## src/core/result_word_regs.vh

```
// Field positions, reset values and constants of the converted input word
`ifndef RESULT_WORD_REGS_VH
`define RESULT_WORD_REGS_VH

// ****************************************
// Word layout (bit 0 here is point 1)
// ****************************************
`define WORD_WIDTH       32
`define CHAN_LSB         0
`define CHAN_MSB         2
`define ZERO_LSB         3
`define ZERO_MSB         7
`define VALID_BIT        8
`define UNUSED_BIT       9
`define OPEN_BIT         10
`define SIGN_BIT         11
`define SUPPLY_BIT       12
`define UNDER_BIT        13
`define OVER_BIT         14
`define BEAT_BIT         15
`define DLO_LSB          16
`define DLO_MSB          23
`define DHI_LSB          24
`define DHI_MSB          27
`define EXT_LSB          28
`define EXT_MSB          31

// ****************************************
// Variants and reset values
// ****************************************
`define VAR_UNIPOLAR     2'h0
`define VAR_BIPOLAR      2'h1
`define VAR_CURRENT      2'h2
`define WORD_RESET       32'h00000000
`define CHAN_RESET       3'h0
`define CHAN_LAST        3'h7
`define DATA_MAX_UNI     12'hFFF
`define DATA_MIN_UNI     12'h000
`define DATA_MAX_BIP     12'h7FF
`define DATA_MIN_BIP     12'h800

`endif

```

## src/core/sync2.v

```verilog
// Two-stage synchroniser for pin-level inputs
`timescale 1ns/1ps
module sync2 #(
    parameter W = 1
) (
    input  wire         core_clk,
    input  wire         rst,
    input  wire [W-1:0] async_in,
    output reg  [W-1:0] sync_out
);
    reg [W-1:0] meta_q;

    always @(posedge core_clk) begin
        if (rst) begin
            meta_q   <= {W{1'b0}};
            sync_out <= {W{1'b0}};
        end else begin
            meta_q   <= async_in;
            sync_out <= meta_q;
        end
    end
endmodule

```

## src/core/analog_input_result_word_formatter.v

```verilog
// Formats the 32-bit converted input word presented on each total I/O scan
//
// What this block does
// - Word bit 0 maps to lowest point of the group, bit 31 highest.
// - Bits 1-8 carry channel number; only bits 1-3 significant, 4-8 zero.
// - Bit 9 valid flag follows the board-OK lamp input.
// - Current variant: bit 11 high when input below 0.4 V.
// - Bipolar: bit 12 high for negative input; otherwise always low.
// - Bit 13 high only when both +5 V and +15 V rails good.
// - Bit 14 high when input at or below range low limit.
// - Bit 15 high when input at or above range high limit.
// - Bit 16 toggles each time a channel conversion finishes.
// - Bits 17-24 hold low eight result bits, 17 the LSB.
// - Bits 25-28 hold upper four result bits, 28 the MSB.
// - Bits 29-32 each copy the sign flag of bit 12.
// - Result plus extension form 16-bit binary or two's-complement value.
// - Bipolar: result bit 28 acts as the sign of the value.
// - One 32-point block is shared by all eight channels.
// - Each scan first advances the channel, then reports that channel, wrapping after eight.
`timescale 1ns/1ps
`include "result_word_regs.vh"

module analog_input_result_word_formatter (
    input  wire        core_clk,
    input  wire        rst,
    input  wire [1:0]  variant_sel,
    input  wire        supply_5v_ok,
    input  wire        supply_15v_ok,
    input  wire        board_ok_lamp,
    input  wire        open_wire_det,
    input  wire        conv_done,
    input  wire [11:0] conv_result,
    input  wire        scan_strobe,
    output reg  [31:0] converted_input_word,
    output reg         word_update,
    output reg  [2:0]  conv_channel
);

    // ****************************************
    // Input synchronisers
    // ****************************************
    wire [4:0] pins_s;

    sync2 #(
        .W (5)
    ) u_sync (
        .core_clk (core_clk),
        .rst      (rst),
        .async_in ({scan_strobe, conv_done, open_wire_det,
                    supply_15v_ok, supply_5v_ok}),
        .sync_out (pins_s)
    );

    wire [2:0] lamp_var_s;

    sync2 #(
        .W (3)
    ) u_sync_lamp (
        .core_clk (core_clk),
        .rst      (rst),
        .async_in ({variant_sel, board_ok_lamp}),
        .sync_out (lamp_var_s)
    );

    wire       lamp_s = lamp_var_s[0];
    wire [1:0] var_s  = lamp_var_s[2:1];
    wire s5_s   = pins_s[0];
    wire s15_s  = pins_s[1];
    wire open_s = pins_s[2];
    wire done_s = pins_s[3];
    wire scan_s = pins_s[4];

    // ****************************************
    // Edge detection and result capture
    // ****************************************
    reg        done_prev_q;
    reg        done_rise_q;
    reg        scan_prev_q;
    reg [11:0] result_q;
    reg        open_q;
    reg        beat_q;
    reg [2:0]  chan_q;

    wire done_rise = done_s & ~done_prev_q;
    wire scan_rise = scan_s & ~scan_prev_q;

    always @(posedge core_clk) begin
        if (rst) begin
            done_prev_q <= 1'b0;
            done_rise_q <= 1'b0;
            scan_prev_q <= 1'b0;
            result_q    <= 12'h000;
            open_q      <= 1'b0;
            beat_q      <= 1'b0;
        end else begin
            done_prev_q <= done_s;
            done_rise_q <= done_rise;
            scan_prev_q <= scan_s;
            if (done_rise) begin
                result_q <= conv_result;
                open_q   <= open_s;
                beat_q   <= ~beat_q;
            end
        end
    end

    // ****************************************
    // Channel sequencer
    // ****************************************
    // advance per scan
    always @(posedge core_clk) begin
        if (rst) begin
            chan_q <= `CHAN_RESET;
        end else if (scan_rise) begin
            if (chan_q == `CHAN_LAST) begin
                chan_q <= `CHAN_RESET;
            end else begin
                chan_q <= chan_q + 3'h1;
            end
        end
    end

    // ****************************************
    // Status flag decode
    // ****************************************
    function [1:0] range_flags;
        input [1:0]  var_i;
        input [11:0] data_i;
        begin
            if (var_i == `VAR_BIPOLAR) begin
                range_flags = {data_i == `DATA_MAX_BIP, data_i == `DATA_MIN_BIP};
            end else begin
                range_flags = {data_i == `DATA_MAX_UNI, data_i == `DATA_MIN_UNI};
            end
        end
    endfunction

    wire       bipolar  = (var_s == `VAR_BIPOLAR);
    wire       current  = (var_s == `VAR_CURRENT);
    wire       sign_f   = bipolar & result_q[11];
    wire       open_f   = current & open_q;
    wire       supply_f = s5_s & s15_s;
    wire [1:0] rng_f    = range_flags(var_s, result_q);

    // ****************************************
    // Word assembly
    // ****************************************
    reg [31:0] word_d;

    always @* begin
        word_d = `WORD_RESET;
        word_d[`CHAN_MSB:`CHAN_LSB] = chan_q;
        word_d[`ZERO_MSB:`ZERO_LSB] = 5'h00;
        word_d[`VALID_BIT]          = lamp_s;
        word_d[`UNUSED_BIT]         = 1'b0;
        word_d[`OPEN_BIT]           = open_f;
        word_d[`SIGN_BIT]           = sign_f;
        word_d[`SUPPLY_BIT]         = supply_f;
        word_d[`UNDER_BIT]          = rng_f[0];
        word_d[`OVER_BIT]           = rng_f[1];
        word_d[`BEAT_BIT]           = beat_q;
        word_d[`DLO_MSB:`DLO_LSB]   = result_q[7:0];
        word_d[`DHI_MSB:`DHI_LSB]   = result_q[11:8];
        word_d[`EXT_MSB:`EXT_LSB]   = {4{sign_f}};
    end

    // ****************************************
    // Output registers
    // ****************************************
    // one shared 32-point word
    always @(posedge core_clk) begin
        if (rst) begin
            converted_input_word <= `WORD_RESET;
            word_update          <= 1'b0;
            conv_channel         <= `CHAN_RESET;
        end else begin
            converted_input_word <= word_d;
            word_update          <= done_rise_q;
            conv_channel         <= chan_q;
        end
    end

endmodule

```

## config.mk

```make
export PLATFORM = sky130hd
export DESIGN_NAME = analog_input_result_word_formatter
export DESIGN_NICKNAME = d
export VERILOG_FILES = /design/src/core/sync2.v /design/src/core/analog_input_result_word_formatter.v
export VERILOG_INCLUDE_DIRS = /design/src /design/src/core
export SDC_FILE = /design/constraint.sdc
export NUM_CORES = 1
export LEC_CHECK = 0
export BUFFER_PORTS_ARGS = -buffer_cell sky130_fd_sc_hd__clkbuf_2
export CAP_MARGIN = 20
export CORE_UTILIZATION = 47
export DETAILED_ROUTE_END_ITERATION = 12
export PLACE_DENSITY = 0.74
export SKIP_LAST_GASP = 1
export SLEW_MARGIN = 30
export SYNTH_ARGS = -nofsm -noshare
export SYNTH_HDL_FRONTEND = slang
export SYNTH_SLANG_ARGS = --single-unit
```

## constraint.sdc

```tcl
create_clock -name core_clk -period 2.2 [get_ports core_clk]
set_clock_uncertainty 0.1 [all_clocks]
set_input_delay 0.44 -clock core_clk [delete_from_list [all_inputs] [get_ports core_clk]]
set_output_delay 0.44 -clock core_clk [all_outputs]
set_load 0.03 [all_outputs]
```

# ---- After elaboration in Yosys (flattened, before gate mapping)
# Cells that the tools add are included.
dict set report op_classes {
  n_addsub 1
  n_eq_ne 6
  n_mux 2
  bitwise_logic 8
  n_reduce_logical 1
}
# operator n
set ops {}
lappend ops {{$eq 12x12->1 const B} 2}
lappend ops {{$eq 12x11->1 const B} 1}
lappend ops {{$logic_not 12->1} 1}
lappend ops {{$and 1x1->1} 5}
lappend ops {{$add 3x1->3 const B} 1}
lappend ops {{$eq 3x3->1 const B} 1}
lappend ops {{$mux 3} 1}
lappend ops {{$not 1->1} 3}
lappend ops {{$eq 2x1->1 const B} 1}
lappend ops {{$eq 2x2->1 const B} 1}
lappend ops {{$mux 2} 1}
dict set report word_totals {
  regBits 69
  input_bits 22
}

# ---- Logic depth before layout (Yosys ltp)
dict set report logic_depth {
  ltp_word 2
  depth_mapped 5
}

# ---- By module
# From an unflattened synthesis, not the netlist that was laid out.
dict set report hier_totals {
  hier_cells 159
  area_unflattened_um2 1939.4
}
# mod instances cells_each area_per_inst_um2
set by_module_without_submodules {}
lappend by_module_without_submodules {analog_input_result_word_formatter 1 127 1519.0}
lappend by_module_without_submodules {{sync2 at u_sync} 1 20 262.8}
lappend by_module_without_submodules {{sync2 at u_sync_lamp} 1 12 157.7}

# ---- Least setup slack after synthesis
# Ideal clock, no wire load.
dict set report synth_timing {
  path_type {flip-flop to output port}
  startpoint {reg, netlist name converted_input_word[11]}
  endpoint {out converted_input_word[28]}
  arrival_time_ns 0.759
  required_time_ns 1.660
  slack_ns 0.901
  stages_incl_launch_ff 2
  path_buffers 1
  path_cell_list {dfxtp_1 buf_4}
}
# item line
set synth_lines {}
lappend synth_lines {{to (decl)} analog_input_result_word_formatter.v:34} ;# output reg [31:0] converted_input_word,

# ---- Worst setup path after layout
dict set report layout_timing {
  startpoint {reg done_prev_q}
  endpoint {reg result_q[10]}
}
dict set report layout_via {
  elab_chain_cells 2
}
# item line
set layout_rtl {}
lappend layout_rtl {{from (decl)} analog_input_result_word_formatter.v:76} ;# reg done_prev_q;
lappend layout_rtl {{from (signal assigned)} analog_input_result_word_formatter.v:96} ;# done_prev_q <= done_s;
lappend layout_rtl {{$not 1->1} analog_input_result_word_formatter.v:84} ;# wire done_rise = done_s & ~done_prev_q;
lappend layout_rtl {{$and 1x1->1} analog_input_result_word_formatter.v:84}
lappend layout_rtl {{to (signal assigned)} analog_input_result_word_formatter.v:100} ;# result_q <= conv_result;
lappend layout_rtl {{to (decl)} analog_input_result_word_formatter.v:79} ;# reg [11:0] result_q;
# No other way between the ends.
# A chain may end at the register's enable or synchronous reset.

==> summary.txt <==
Synthesis
  • Post-synth EDFFs: 0
  • Post-synth ARST share: 0%
  • Post-synthesis register bit count: 59
  • Post-synth cell types: 26
  • Main synth FF type: dfxtp_1
  • Synth top area share: 60.40%
  • Post-Syn Area per Cell: 12.15 sq um
  • Register area share after synthesis: 60.40%
  • Cells after synthesis: 161
  • Top cells by area, synth: dfxtp_1 60%, nor2b_1 11%, o22a_1 5.4%
  • Cell taking the most area after synthesis: dfxtp_1
  • Mapped Area: 0.001956 sq mm
  • Synth warn: 0

Route
  • Vias: 1171
  • DRT Wirelength: 2.809 mm
  • Post-route DRC: 0
  • DRT iter0 DRCs: 80
  • Antenna Violating Nets Remaining: 0
  • Routed length per placed instance: 10.76 um
  • Vias per cell: 4.487
  • DR pass1 iterations: 4

Die
  • Die Span X: 66.51 um
  • Starting Density: 48.89%
  • Die Footprint: 0.004423 sq mm
  • Boundary Pins: 58
  • Row count: 23
  • Die height: 66.51 um
  • Core Footprint: 0.004000 sq mm

CTS
  • CTS Buf Count: 9
  • Setup bufs post-CTS: 0
  • CTS clk-pin slew, worst paths: 0.06 ns
  • CTS resizes: 0
  • # H-tree levels: 3
  • Worst skew pair latency: 0.32 ns
  • Root Buffer: clkbuf_8
  • CTS tree: yes
  • CTS Hold Bufs: 0
  • Clock tree buffer depth: 2
  • CTS sink cnt: 59

Job
  • Max cap viols: 0

Finish
  • # nets final: 233
  • Utilization after layout: 57.71%
  • Post-route cell area: 0.002308 sq mm
  • # diodes: 0
  • Area growth syn-to-layout: 18.04%
  • Share of cells above drive strength 1: 34.12%
  • Leading cell type in the layout, fill and taps excluded: dfxtp_1
  • Most frequent cells in the layout: 59 x dfxtp_1, 51 x clkbuf_2, 33 x nor2b_1

Global route
  • First-pass GRT wire length: 4.540 mm
  • Global route total overflow: 0
  • Initial antenna violation count: 0
  • Largest net degree at the start of global routing: 31
  • Tot GR Track Use: 14.69%
  • Number of global-route vias before repair: 1035

Timing
  • RSZ-0062 raised after global routing: false
  • Final Hold Fails: 0
  • Worst slew margin: 46.26%
  • Worst hold margin: 0.2236 ns
  • Period utilization: 68.68%
  • Final setup viols: 0
  • Max Clk Rate: 661.8 MHz
  • Final setup TNS: 0 ns
  • Final min period: 1.511 ns
  • Worst-Margin Slew: 0.8062 ns
  • Max-slew violations: 0

Critical path
  • Crit start category: flop
  • CP endpoint kind: flop
  • Setup CP Type: reg2reg
  • Req. time, crit path: 2.37 ns
  • CP max FO: 15
  • Arrival time of the worst setup path: 1.68 ns

Pwr
  • VDD IR max: 0.0005132 V
  • Overall Power: 2177 uW
  • Pleak: 0.001062 uW
  • PwrDens: 942.9 mW/mm^2

Status
  • Status: completed

Placed design
  • Port-buffer cells: 51
  • Dpl cell area: 0.002127 sq mm
  • Routability Congestion: 0.7150
  • Detail Placement HPWL: 1.910 mm

Min path
  • HP Class: in2reg
[final timing paths]
| check | startpoint | end | slack, ns | depth (start not counted) |
|---|---|---|---|---|
| max | done_prev_q$_SDFF_PP0_ | result_q[10]$_SDFFE_PP0P_ | 0.69 | 3 |
| min reg2reg | u_sync.sync_out[1]$_SDFF_PP0_ | converted_input_word[12]$_SDFF_PP0_ | 0.33 | 2 |
| min | conv_done | u_sync.meta_q[3]$_SDFF_PP0_ | 0.22 | 2 |
| max reg2reg | done_prev_q$_SDFF_PP0_ | result_q[10]$_SDFFE_PP0P_ | 0.69 | 3 |
[worst max-delay path, cell delays in order, from the launching register on]
cell and delay [ns]:
dfxtp_1 0.29, nand2b_1 0.49, nor2_8 0.38, o22a_1 0.19
[state kept, by name, indices dropped and copies added (netlist names)]
name / cells
converted_input_word: 22
result_q: 12
u_sync.meta_q: 5
u_sync.sync_out: 5
chan_q: 3
u_sync_lamp.meta_q: 3
u_sync_lamp.sync_out: 3
beat_q: 1
done_prev_q: 1
done_rise_q: 1
open_q: 1
scan_prev_q: 1
word_update: 1
[synth_stat cells (2+ instances only)]
cell type and number:
nor4_2 2, nor2b_2 2, nor4_1 2, nor2b_1 33, ha_1 3, buf_4 13
nand2_1 2, nor2_1 7, buf_2 3, o22a_1 12, and2b_1 3, mux2i_1 4
buf_6 4, dfxtp_1 59
[where the power goes]
part | switching [uW] | internal (uW) | total, uW
Clock | 369 | 537 | 906
Combinational | 85.2 | 56.6 | 142
Sequential | 18.0 | 1110 | 1130
Total | 472 | 1700 | 2180
[metal layers]
layer	GRT usage [%]	part of all wire [%]	wire length, um	vias to the layer above
li1	-	-	-	605
met1	16.29	47	1308	520
met2	22.58	46	1280	41
met3	7.705	6.7	187	5
met4	7.979	1.2	33	0
met5	0	0	0	-
[logic make-up (layout without fill, tap and decap cells)]
logic type / count (synthesis) / after routing / synth area share, %
multiplexers: 4 / 4 / 2.047
adder cells (fa/ha/maj): 3 / 3 / 1.920
XOR/XNOR: 2 / 2 / 0.8959
AO/OA/AOI/OAI: 12 / 12 / 5.374
buffers and inverters: 21 / 66 / 8.828
other: 1 / 6 / 0.1918
flip-flops: 59 / 59 / 60.40
AND/OR/NAND/NOR: 59 / 59 / 20.35
[metrics by stage]
step	cells	setup slack (ns)
2_1_floorplan	166	0.9014
3_3_place_gp	247	0.5700
3_5_place_dp	247	0.5420
4_1_cts	261	0.6672
5_1_grt	261	0.5745
6_report	261	0.6891
[area by class of cell]
class	count	area (sq um)
Tap cell	50	62.56
Timing Repair Buffer	52	262.8
Clock buffer	11	141.4
Fill cell	367	1692
Multi-Input combinational cell	86	620.6
Sequential cell	59	1181
Clock inverter	3	40.04
(Power assumes the default switching activity.)
